<file path="config.mk">
export PLATFORM = sky130hd
export DESIGN_NAME = ssm_port
export DESIGN_NICKNAME = d
export VERILOG_FILES = /design/src/design/ssm_pkg.sv /design/src/design/ssm_port.sv
export SDC_FILE = /design/constraint.sdc
export NUM_CORES = 1
export LEC_CHECK = 0
export BUFFER_PORTS_ARGS = -buffer_cell sky130_fd_sc_hd__buf_2
export CELL_PAD_IN_SITES_DETAIL_PLACEMENT = 1
export CELL_PAD_IN_SITES_GLOBAL_PLACEMENT = 2
export CORE_MARGIN = 5
export CORE_UTILIZATION = 29
export DETAILED_ROUTE_END_ITERATION = 6
export PLACE_DENSITY_LB_ADDON = 0.1
export SYNTH_ARGS = -nofsm -noshare
export SYNTH_HDL_FRONTEND = slang
export SYNTH_SLANG_ARGS = --single-unit
</file>
<file path="constraint.sdc">
create_clock -name clk_in -period 4.5 [get_ports clk_in]
set_input_delay 0.675 -clock clk_in [delete_from_list [all_inputs] [get_ports clk_in]]
set_output_delay 0.675 -clock clk_in [all_outputs]
set_load 0.01 [all_outputs]
</file>
<file path="src/design/ssm_pkg.sv">
// Package for the synchronous serial master/slave port: map, fields, carriers
package ssm_pkg;

	// Register byte addresses, one 32-bit word each
	localparam logic [7:0] ADDR_BAUD_CONTROL_ONE          = 8'h00;
	localparam logic [7:0] ADDR_RECEIVE_STATUS_CONTROL_ONE = 8'h04;
	localparam logic [7:0] ADDR_TRANSMIT_STATUS_CONTROL_ONE = 8'h08;
	localparam logic [7:0] ADDR_BAUD_DIVISOR_LOW_ONE      = 8'h0c;
	localparam logic [7:0] ADDR_BAUD_DIVISOR_HIGH_ONE     = 8'h10;
	localparam logic [7:0] ADDR_TRANSMIT_HOLDING_ONE      = 8'h14;
	localparam logic [7:0] ADDR_RECEIVE_HOLDING_ONE       = 8'h18;

	// Baud control fields
	localparam int BIT_CLOCK_POLARITY = 4;
	localparam int BIT_DATA_POLARITY  = 5;
	// Receive status/control fields
	localparam int BIT_PORT_ENABLE    = 7;
	localparam int BIT_NINE_RX        = 6;
	localparam int BIT_SINGLE_RX      = 5;
	localparam int BIT_CONT_RX        = 4;
	localparam int BIT_RX_FLAG        = 3;
	localparam int BIT_OVERRUN        = 1;
	localparam int BIT_NINTH_RX       = 0;
	// Transmit status/control fields
	localparam int BIT_MASTER_CLOCK   = 7;
	localparam int BIT_NINE_TX        = 6;
	localparam int BIT_TX_ENABLE      = 5;
	localparam int BIT_SYNC_MODE      = 4;
	localparam int BIT_TX_IDLE        = 1;
	localparam int BIT_NINTH_TX       = 0;

	// Character lengths and reset values
	localparam logic [3:0] BITS_SHORT    = 4'h8;
	localparam logic [3:0] BITS_LONG     = 4'h9;
	localparam logic [7:0] RESET_DIVISOR = 8'h00;

	// Pin group: clock line and data line, two signals each
	typedef struct packed {
		logic clock_line;
		logic clock_line_oe;
		logic data_line;
		logic data_line_oe;
	} ssm_pins_type;

	// Whole state of the port
	typedef struct packed {
		logic [1:0]      sync1;
		logic [1:0]      sync2;
		logic            ck_prev;
		logic            clk_pol;
		logic            dat_pol;
		logic            port_en;
		logic            nine_rx;
		logic            single_rx;
		logic            cont_rx;
		logic            master;
		logic            nine_tx;
		logic            tx_en;
		logic            sync_mode;
		logic            ninth_tx;
		logic [7:0]      div_lo;
		logic [7:0]      div_hi;
		logic [15:0]     baud_cnt;
		logic            phase;
		ssm_pins_type    pins;
		logic [8:0]      txh;
		logic            txh_full;
		logic [8:0]      transmit_shift_register;
		logic            tx_busy;
		logic [3:0]      tx_cnt;
		logic [8:0]      receive_shift_register;
		logic [3:0]      rx_cnt;
		logic [1:0][8:0] fifo;
		logic            head;
		logic [1:0]      count;
		logic            ovr;
		logic            ovr_single;
		logic            rx_flag;
		logic            pready;
		logic            pslverr;
		logic [31:0]     prdata;
	} ssm_state_type;

endpackage

</file>
<file path="src/design/ssm_port.sv">
// Synchronous serial port: APB registers, master clock, shift logic, receive FIFO
`timescale 1ns/100ps
`default_nettype none
module ssm_port
	import ssm_pkg::*;
(
	input  wire logic        clk_in,
	input  wire logic        rst_in,
	input  wire logic        psel_in,
	input  wire logic        penable_in,
	input  wire logic        pwrite_in,
	input  wire logic [7:0]  paddr_in,
	input  wire logic [31:0] pwdata_in,
	output var  logic [31:0] prdata_out,
	output var  logic        pready_out,
	output var  logic        pslverr_out,
	input  wire logic        clock_line_in,
	output var  logic        clock_line_out,
	output var  logic        clock_line_oe_out,
	input  wire logic        data_line_in,
	output var  logic        data_line_out,
	output var  logic        data_line_oe_out,
	output var  logic        receive_interrupt_flag_out
);

	ssm_state_type q;
	ssm_state_type d;

	logic        access;
	logic        wr_done;
	logic        rd_done;
	logic        mapped;
	logic        rx_mode;
	logic        tx_mode;
	logic        mst_run;
	logic        lead;
	logic        trail;
	logic        rx_done;
	logic        push;
	logic        pop;
	logic [3:0]  rx_bits;
	logic [3:0]  tx_bits;
	logic [8:0]  rx_shift;
	logic [8:0]  rx_char;
	logic [15:0] divisor;
	logic        sck;
	logic        din;

	// Bus decode; a transfer completes on the edge where pready is seen high
	assign access  = psel_in & penable_in;
	assign wr_done = access & q.pready & pwrite_in;
	assign rd_done = access & q.pready & ~pwrite_in;
	assign mapped  = (paddr_in <= ADDR_RECEIVE_HOLDING_ONE) & (paddr_in[1:0] == 2'h0);

	// Mode selection; any receive enable turns the port into a receiver
	assign rx_mode = q.port_en & q.sync_mode & (q.single_rx | q.cont_rx);
	assign tx_mode = q.port_en & q.sync_mode & ~(q.single_rx | q.cont_rx) & q.tx_en;
	// Master clocks only while there is something to move; overrun halts it
	assign mst_run = q.master & ((rx_mode & ~q.ovr) | (tx_mode & q.tx_busy));
	assign divisor = {q.div_hi, q.div_lo};

	// Pins only reach logic after two flip-flops
	assign sck = q.sync2[1];
	assign din = q.sync2[0] ^ q.dat_pol;

	// Edge events: own baud phase as master, synchronised clock line as slave
	always_comb
	begin
		if (q.master)
		begin
			lead  = mst_run & (q.baud_cnt == 16'h0000) & ~q.phase;
			trail = mst_run & (q.baud_cnt == 16'h0000) & q.phase;
		end
		else
		begin
			lead  = q.port_en & q.sync_mode & (sck != q.clk_pol) & (q.ck_prev == q.clk_pol);
			trail = q.port_en & q.sync_mode & (sck == q.clk_pol) & (q.ck_prev != q.clk_pol);
		end
	end

	// Receive character assembly, LSB first
	assign rx_bits  = q.nine_rx ? BITS_LONG : BITS_SHORT;
	assign tx_bits  = q.nine_tx ? BITS_LONG : BITS_SHORT;
	assign rx_shift = {din, q.receive_shift_register[8:1]};
	assign rx_char  = q.nine_rx ? rx_shift : {1'b0, rx_shift[8:1]};
	assign rx_done  = rx_mode & ~q.ovr & trail & ((q.rx_cnt + 4'h1) == rx_bits);
	assign push     = rx_done & (q.count != 2'h2);
	assign pop      = rd_done & (paddr_in == ADDR_RECEIVE_HOLDING_ONE) & (q.count != 2'h0);

	// Next-state logic for the whole port
	always_comb
	begin
		d = q;
		d.sync1   = {clock_line_in, data_line_in};
		d.sync2   = q.sync1;
		d.ck_prev = sck;
		d.pready  = access & ~q.pready;
		d.pslverr = access & ~q.pready & ~mapped;

		// Read data is prepared in the first access cycle and held until release
		if (access & ~q.pready)
		begin
			d.prdata = 32'h0000_0000;
			unique case (paddr_in)
				ADDR_BAUD_CONTROL_ONE:
				begin
					d.prdata[BIT_CLOCK_POLARITY] = q.clk_pol;
					d.prdata[BIT_DATA_POLARITY]  = q.dat_pol;
				end
				ADDR_RECEIVE_STATUS_CONTROL_ONE:
				begin
					d.prdata[BIT_PORT_ENABLE] = q.port_en;
					d.prdata[BIT_NINE_RX]     = q.nine_rx;
					d.prdata[BIT_SINGLE_RX]   = q.single_rx;
					d.prdata[BIT_CONT_RX]     = q.cont_rx;
					d.prdata[BIT_RX_FLAG]     = q.rx_flag;
					d.prdata[BIT_OVERRUN]     = q.ovr;
					d.prdata[BIT_NINTH_RX]    = q.fifo[q.head][8] & (q.count != 2'h0);
				end
				ADDR_TRANSMIT_STATUS_CONTROL_ONE:
				begin
					d.prdata[BIT_MASTER_CLOCK] = q.master;
					d.prdata[BIT_NINE_TX]      = q.nine_tx;
					d.prdata[BIT_TX_ENABLE]    = q.tx_en;
					d.prdata[BIT_SYNC_MODE]    = q.sync_mode;
					d.prdata[BIT_TX_IDLE]      = ~q.tx_busy;
					d.prdata[BIT_NINTH_TX]     = q.ninth_tx;
				end
				ADDR_BAUD_DIVISOR_LOW_ONE:  d.prdata[7:0] = q.div_lo;
				ADDR_BAUD_DIVISOR_HIGH_ONE: d.prdata[7:0] = q.div_hi;
				ADDR_RECEIVE_HOLDING_ONE:   d.prdata[7:0] = q.fifo[q.head][7:0];
				default:                    d.prdata = 32'h0000_0000;
			endcase
		end

		// Software writes
		if (wr_done)
		begin
			unique case (paddr_in)
				ADDR_BAUD_CONTROL_ONE:
				begin
					d.clk_pol = pwdata_in[BIT_CLOCK_POLARITY];
					d.dat_pol = pwdata_in[BIT_DATA_POLARITY];
				end
				ADDR_RECEIVE_STATUS_CONTROL_ONE:
				begin
					d.port_en   = pwdata_in[BIT_PORT_ENABLE];
					d.nine_rx   = pwdata_in[BIT_NINE_RX];
					d.single_rx = pwdata_in[BIT_SINGLE_RX];
					d.cont_rx   = pwdata_in[BIT_CONT_RX];
				end
				ADDR_TRANSMIT_STATUS_CONTROL_ONE:
				begin
					d.master    = pwdata_in[BIT_MASTER_CLOCK];
					d.nine_tx   = pwdata_in[BIT_NINE_TX];
					d.tx_en     = pwdata_in[BIT_TX_ENABLE];
					d.sync_mode = pwdata_in[BIT_SYNC_MODE];
					d.ninth_tx  = pwdata_in[BIT_NINTH_TX];
				end
				ADDR_BAUD_DIVISOR_LOW_ONE:  d.div_lo = pwdata_in[7:0];
				ADDR_BAUD_DIVISOR_HIGH_ONE: d.div_hi = pwdata_in[7:0];
				ADDR_TRANSMIT_HOLDING_ONE:
				begin
					// Ninth bit is taken from the control bit as it stands now
					d.txh      = {q.ninth_tx, pwdata_in[7:0]};
					d.txh_full = 1'b1;
				end
				default:
				begin
					d.txh_full = q.txh_full;
				end
			endcase
		end

		// Master baud engine: each half period lasts divisor+1 clocks
		if (mst_run)
		begin
			if (q.baud_cnt == 16'h0000)
			begin
				d.baud_cnt = divisor;
				d.phase    = ~q.phase;
			end
			else
			begin
				d.baud_cnt = q.baud_cnt - 16'h0001;
			end
		end
		else
		begin
			// Not running: clock parks at idle level at once
			d.baud_cnt = divisor;
			d.phase    = 1'b0;
		end

		// Transmit: load shift register from holding register when free
		if (tx_mode & ~q.tx_busy & q.txh_full)
		begin
			d.transmit_shift_register      = q.txh;
			d.tx_busy  = 1'b1;
			d.tx_cnt   = 4'h0;
			d.txh_full = 1'b0;
		end
		else if (tx_mode & q.tx_busy & lead)
		begin
			// Data changes on the leading edge, valid at the trailing one
			d.pins.data_line = q.transmit_shift_register[0] ^ q.dat_pol;
			d.transmit_shift_register            = {1'b0, q.transmit_shift_register[8:1]};
			d.tx_cnt         = q.tx_cnt + 4'h1;
		end
		else if (tx_mode & q.tx_busy & trail & (q.tx_cnt == tx_bits))
		begin
			d.tx_busy = 1'b0;
		end

		// Receive shifting; leaving receive mode throws the partial character away
		if (~rx_mode)
		begin
			d.rx_cnt = 4'h0;
		end
		else if (~q.ovr & trail)
		begin
			d.receive_shift_register    = rx_shift;
			d.rx_cnt = rx_done ? 4'h0 : q.rx_cnt + 4'h1;
		end

		// Completed character: single receive always drops after one
		if (rx_done)
		begin
			d.single_rx = 1'b0;
		end

		// FIFO pop then push; a full FIFO is never overwritten
		if (pop)
		begin
			d.head  = ~q.head;
			d.count = q.count - 2'h1;
		end
		if (push)
		begin
			d.fifo[q.head ^ q.count[0]] = rx_char;
			d.count = d.count + 2'h1;
		end

		// Overrun clearing, then setting so a new overrun wins
		if (pop & q.ovr_single)
		begin
			d.ovr = 1'b0;
		end
		if (~d.cont_rx & ~q.ovr_single)
		begin
			d.ovr = 1'b0;
		end
		if (rx_done & (q.count == 2'h2))
		begin
			d.ovr        = 1'b1;
			d.ovr_single = q.single_rx & ~q.cont_rx;
		end

		// Disabling the port resets the serial machinery but not settings
		if (~d.port_en)
		begin
			d.count    = 2'h0;
			d.ovr      = 1'b0;
			d.tx_busy  = 1'b0;
			d.txh_full = 1'b0;
			d.rx_cnt   = 4'h0;
		end

		d.rx_flag = (d.count != 2'h0);

		// Pin drivers: clock only as master, data whenever in transmit mode, busy or not
		d.pins.clock_line    = d.clk_pol ^ d.phase;
		d.pins.clock_line_oe = d.port_en & d.sync_mode & d.master;
		d.pins.data_line_oe  = d.port_en & d.sync_mode & d.tx_en
			& ~(d.single_rx | d.cont_rx);
	end

	// State register
	always_ff @(posedge clk_in or posedge rst_in)
	begin
		if (rst_in)
		begin
			q        <= '0;
			q.div_lo <= RESET_DIVISOR;
			q.div_hi <= RESET_DIVISOR;
		end
		else
		begin
			q <= d;
		end
	end

	// Outputs straight from the state register
	assign prdata_out                 = q.prdata;
	assign pready_out                 = q.pready;
	assign pslverr_out                = q.pslverr;
	assign clock_line_out             = q.pins.clock_line;
	assign clock_line_oe_out          = q.pins.clock_line_oe;
	assign data_line_out              = q.pins.data_line;
	assign data_line_oe_out           = q.pins.data_line_oe;
	assign receive_interrupt_flag_out = q.rx_flag;
endmodule
`default_nettype wire

</file>
==> results of run 1 <==
==> worst max-delay path, stage by stage (launching register included) <==
cell and delay, ns:
dfrtp_1 0.41, inv_1 0.10, ha_1 0.15, nor4b_2 0.21
nand4_2 0.29, o31ai_1 0.35, nand2_1 0.49, or4_1 0.65
nand2_1 0.08
==> through the flow <==
step	instance area, sq um	total power (uW)	std cells	util
2_1_floorplan	6270	1200	576	-
3_3_place_gp	6500	1230	843	0.309
3_5_place_dp	6500	1230	843	0.309
4_1_cts	7130	2710	875	0.339
5_1_grt	7130	2770	875	0.339
6_report	7130	2670	875	0.339
==> state kept, by name, summed over array words and instances, names as in the netlist <==
register / count
clock_line_oe_out: 1
clock_line_out: 1
d: 3
data_line_oe_out: 1
data_line_out: 1
divisor: 16
prdata_out: 8
pready_out: 1
pslverr_out: 1
q: 89
receive_interrupt_flag_out: 1
==> cells in the mapped netlist, drive strengths merged (2+ instances only) <==
master	instances
o31ai	2
nor3	17
a221oi	7
a21o	4
nor3b	2
nand2b	2
nand4	4
clkbuf	10
and4bb	2
o31a	2
or4	4
nor4b	2
xor2	13
or3	2
nor2	31
nand3	11
a221o	3
nand2	47
a31oi	2
xnor2	12
or4b	2
and3	4
o2bb2ai	2
mux2	40
or3b	2
nand3b	4
nor4	6
o211ai	2
inv	30
ha	6
a211o	2
mux2i	49
a21oi	10
a2111oi	2
nor2b	5
o21ai	36
buf	38
dfrtp	123
==> power groups by stage <==
stage | sequential [uW] | clock, uW | combinational, uW
2_1_floorplan | 1140 | 0 | 64.8
3_3_place_gp | 1140 | 0 | 87.8
3_5_place_dp | 1140 | 0 | 88.5
4_1_cts | 1120 | 1510 | 88.9
5_1_grt | 1120 | 1550 | 98.3
6_report | 1120 | 1460 | 86.5
==> per-layer routing <==
layer,global-route usage,wire [microns]
met3,0.0305,470
met1,0.189,7680
met2,0.229,7920
met5,0,0
met4,0.0488,324
==> kinds of logic (layout without fill, tap and decap cells) <==
family | count (synthesis) | in the layout | synth area share
buffers and inverters | 78 | 102 | 0.0710
adders and majority gates | 6 | 6 | 0.0121
and+or+nand+nor | 151 | 151 | 0.139
AOI/OAI and AO/OA | 79 | 79 | 0.0878
DFF | 123 | 123 | 0.498
other | 1 | 24 | 0.000606
muxes | 90 | 90 | 0.156
xor gates and xnor gates | 25 | 25 | 0.0354
==> path summary, 6_finish.rpt <==
kind / depth (start not counted) / slack (ns) / end
worst max register to register: 8 / 1.69 / q[74]$_DFFE_PP0P_
worst min register to register: 0 / 0.34 / d[143]$_DFF_PP0_
max in group asynchronous: 3 / 3.07 / q[55]$_DFFE_PP0P_
worst min-delay path: 0 / 0.34 / d[143]$_DFF_PP0_
min in group asynchronous: 2 / 0.50 / q[112]$_DFF_PP0_
worst max-delay path: 8 / 1.69 / q[74]$_DFFE_PP0P_
==> area by class of cell <==
class | instances | area, sq um
Sequential cell | 123 | 3080
Tap cell | 275 | 344
Clock inverter | 7 | 135
Fill cell | 2306 | 13900
Clock buffer | 25 | 495
Timing Repair Buffer | 40 | 208
Inverter | 30 | 115
Multi-Input combinational cell | 375 | 2750
==> results.sh, run 1 <==
export IMPL_p_seq_frac=0.419
export IMPL_synthArstFlopShare=1.00
export IMPL_die_width_microns=156
export IMPL_synth_seq_area_share=0.498
export IMPL_fin_ws_ns=1.69
export IMPL_hold_path_class="reg -> reg"
export IMPL_setup_violations=0
export IMPL_cts_buffers=17
export IMPL_clock_skew_ns=0.00934
export IMPL_grt_util_all_layers=0.142
export IMPL_numClockSinks=123
export IMPL_power_internal_uw=2120
export IMPL_dp_final_hpwl_microns=12200
export IMPL_final_common_cell="dfrtp_1"
export IMPL_nets=640
export IMPL_dp_slack_ns=1.28
export IMPL_grt_pass1_wl_microns=26300
export IMPL_yosys_area_top_type_share=0.498
export IMPL_status="finished clean"
export IMPL_synth_edf_count=0
export IMPL_die_h_microns=156
export IMPL_fin_tns_setup_ns=0
export IMPL_fmax_mhz=356
export IMPL_postCtsResizedCells=0
export IMPL_antenna_found_initial=0
export IMPL_detail_route_antenna_nets=0
export IMPL_vias=4217
export IMPL_pin_count=86
export IMPL_crit_start="q[100]$_DFF_PP0_"
export IMPL_finalCriticalPeriod_ns=2.81
export IMPL_synth_area_sq_um=6180
export IMPL_clock_latency_ns=0.41
export IMPL_synth_ff_latch_count=123
export IMPL_rsz0062_at_grt="no"
export IMPL_p_leak_uw=0.00352
export IMPL_p_clk_frac=0.549
export IMPL_gp_congestion=0.748
export IMPL_power_frac_comb=0.032
export IMPL_synth_top_cell_by_area="dfrtp_1"
export IMPL_arrival_ns=3.16
export IMPL_clk_path_buf_depth=2
export IMPL_cts_tree="built"
export IMPL_postCtsSetupBuffers=0
export IMPL_core_sq_um=21000
export IMPL_start_util=0.294
export IMPL_ys_flop_type="dfrtp_1"
export IMPL_drtIter0Drc=129
export IMPL_port_buffers=37
export IMPL_power_density_nw_per_um2=375
export IMPL_dr_pass1_iters=4
export IMPL_vias_per_cell=4.82
export IMPL_critPathLaunchType="flop"
export IMPL_grt_max_degree=76
export IMPL_dieArea_sq_um=24300
export IMPL_worstSetupPathType="reg -> reg"
export IMPL_clkTransAtPathRegs_ns=0.06
export IMPL_hold_violations=0
export IMPL_avgSynthCellArea_sq_um=11.2
export IMPL_hold_start="d[145]$_DFF_PP0_"
export IMPL_gr_total_overflow=0
export IMPL_worst_pin_slew_ns=1.06
export IMPL_cp_end_kind="flop"
export IMPL_finalCritPeriodShare=0.624
export IMPL_synth_cells=553
export IMPL_wirelength_microns=16400
export IMPL_drv_slew=0
export IMPL_wl_per_cell_microns=18.7
export IMPL_area_delta_synth_final_pct=15.3
export IMPL_sw_frac_of_total=0.207
export IMPL_layout_common_cells="123 x dfrtp_1, 49 x mux2i_1, 45 x nand2_1, 39 x mux2_2, 37 x buf_2"
export IMPL_cts_root_buffer="clkbuf_16"
export IMPL_cap_violations=0
export IMPL_ir_drop_uv=200
export IMPL_drc=0
export IMPL_reg2reg_from="q[100]$_DFF_PP0_"
export IMPL_hold_slack_ns=0.345
export IMPL_h_tree_depth=4
export IMPL_relSlewSlack=0.289
export IMPL_synthDistinctLibCells=66
export IMPL_cp_max_fo=15
export IMPL_antenna_cells=0
export IMPL_fp_row_count=53
export IMPL_switchingPower_uw=552
export IMPL_critical_path_required_ns=4.85
export IMPL_yosys_top_cells_area="dfrtp_1 50%, mux2i_1 7.9%, mux2_2 7.1%"
export IMPL_yosysWarnings=0
export IMPL_drive_gt1_frac=0.218
export IMPL_hold_buffers=0
export IMPL_grt_pass1_vias=4542
No activity file was read; power rests on OpenSTA's default activity.
==> run 2, diff against run 1 <==
- clock period: 4.5 -> 2.6 ns (I/O delays scaled with it)
==> run 2 against run 1 <==
Against the previous run: non-clock buffer count increased by 34; largest cell class unchanged; global-route usage increased by 0.39 points; maximum frequency increased by 17%; utilization increased by 1.6 points; final cell count increased by 3.9%; sequential share of layout area decreased by 2.0 points; die area unchanged; clock skew about the same; clock power increased by 84%.
==> results.sh, run 2 (synthesized netlist as in run 1, its figures left out) <==
export IMPL_core_sq_um=21000
export IMPL_h_tree_depth=4
export IMPL_cts_root_buffer="clkbuf_16"
export IMPL_arrival_ns=2.68
export IMPL_finalCriticalPeriod_ns=2.40
export IMPL_cap_violations=0
export IMPL_final_common_cell="dfrtp_1"
export IMPL_max_stage_delay_ns=0.39
export IMPL_clock_skew_ns=0.00926
export IMPL_finalCritPeriodShare=0.923
export IMPL_numClockSinks=123
export IMPL_critical_path_required_ns=2.88
export IMPL_cp_max_fo=4
export IMPL_worst_path_max_delay_cell="dfrtp_1"
export IMPL_wl_per_cell_microns=18.4
export IMPL_detail_route_antenna_nets=0
export IMPL_drc=0
export IMPL_grt_pass1_wl_microns=27000
export IMPL_hold_violations=0
export IMPL_drive_gt1_frac=0.267
export IMPL_clock_latency_ns=0.42
export IMPL_fin_ws_ns=0.200
export IMPL_start_util=0.294
export IMPL_critPathLaunchType="flop"
export IMPL_die_width_microns=156
export IMPL_cp_end_kind="flop"
export IMPL_gp_congestion=0.796
export IMPL_dieArea_sq_um=24300
export IMPL_die_h_microns=156
export IMPL_fp_row_count=53
export IMPL_cts_buffers=17
export IMPL_vias_per_cell=4.71
export IMPL_top_register="q"
export IMPL_drv_slew=0
export IMPL_drtIter0Drc=190
export IMPL_dp_slack_ns=0.0829
export IMPL_cp_cell_sequence="inv_1, ha_1, nor4b_2, nand4_2, o31a_4, and4bb_2, buf_4, nor4b_1, a2111oi_1"
export IMPL_worstSetupPathType="reg -> reg"
export IMPL_dr_pass1_iters=4
export IMPL_clk_path_buf_depth=2
export IMPL_rsz0062_at_grt="no"
export IMPL_gr_total_overflow=0
export IMPL_p_leak_uw=0.00372
export IMPL_vias=4283
export IMPL_nets=674
export IMPL_antenna_found_initial=0
export IMPL_dp_final_hpwl_microns=12700
export IMPL_relSlewSlack=0.460
export IMPL_cts_tree="built"
export IMPL_port_buffers=37
export IMPL_postCtsSetupBuffers=0
export IMPL_antenna_cells=0
export IMPL_fmax_mhz=417
export IMPL_setup_violations=0
export IMPL_clkTransAtPathRegs_ns=0.06
export IMPL_pin_count=86
export IMPL_ff2ff_path_depth=9
export IMPL_grt_max_degree=47
export IMPL_largest_register_ffs=89
export IMPL_fin_tns_setup_ns=0
export IMPL_grt_pass1_vias=4645
export IMPL_layout_common_cells="123 x dfrtp_1, 49 x mux2i_1, 45 x nand2_1, 39 x mux2_2, 37 x buf_2"
export IMPL_power_density_nw_per_um2=640
export IMPL_area_delta_synth_final_pct=20.7
export IMPL_grt_util_all_layers=0.146
export IMPL_ir_drop_uv=345
export IMPL_hold_path_class="in -> async"
export IMPL_status="finished clean"
export IMPL_worst_pin_slew_ns=0.808
export IMPL_wirelength_microns=16700
run 2: worst paths after layout:
kind | slack [ns] | end | start
max reg2reg | 0.20 | q[38]$_DFF_PP0_ | q[101]$_DFF_PP0_
max | 0.20 | q[38]$_DFF_PP0_ | q[101]$_DFF_PP0_
max in group asynchronous | 1.82 | q[57]$_DFFE_PP0P_ | rst_in
min | 0.08 | prdata_out[1]$_DFFE_PP0P_ | rst_in
min reg2reg | 0.35 | d[143]$_DFF_PP0_ | d[145]$_DFF_PP0_
min in group clk_in | 0.08 | d[144]$_DFF_PP0_ | data_line_in
run 2: final cells by class:
| class | instances | area [sq um] |
|---|---|---|
| repair buffers | 74 | 500 |
| well taps | 275 | 344 |
| flip-flops and latches | 123 | 3080 |
| fillers | 2310 | 13600 |
| clock buffers | 22 | 484 |
| clock inverters | 10 | 185 |
| inverters | 30 | 116 |
| multi-input cells | 375 | 2760 |
run 2: worst max-delay path: cells and delay by family (launching register included):
family | cells | cell delay [ns]
adders and majority gates | 1 | 0.14
DFF | 1 | 0.39
and+or+nand+nor | 4 | 1.05
AOI/OAI and AO/OA | 2 | 0.46
buffers and inverters | 2 | 0.23
run 2: what timing repair did:
action | in CTS | in global routing
hold endpoints to repair | 0 | 0
resized for setup | 0 | 1
hold buffers | 0 | 0
setup endpoints to repair | 0 | 8
run 2: per-stage QoR:
step	total power [uW]	std cells	utilization	instance area, sq um	hold slack [ns]
after floorplan	2080	576	-	6270	0.331
after global placement	2130	877	0.323	6790	0.333
final	4780	909	0.355	7470	0.0770
after detailed placement	2140	877	0.323	6790	0.338
after CTS	4870	909	0.355	7460	0.0489
after global routing	4960	909	0.355	7470	0.0567
run 2: per-layer routing:
layer / global-route usage / share of wire / vias to the layer above / routed length (microns)
met1: 0.198 / 0.48 / 2178 / 7990
met2: 0.232 / 0.48 / 60 / 8000
li1: - / - / 2031 / -
met5: 0 / 0 / - / 0
met3: 0.0327 / 0.032 / 14 / 534
met4: 0.0434 / 0.013 / 0 / 219
run 2: power breakdown:
part	total, uW	switching (uW)	internal [uW]
combinational	164	118	45.9
clock	2680	873	1810
sequential	1930	8.13	1930
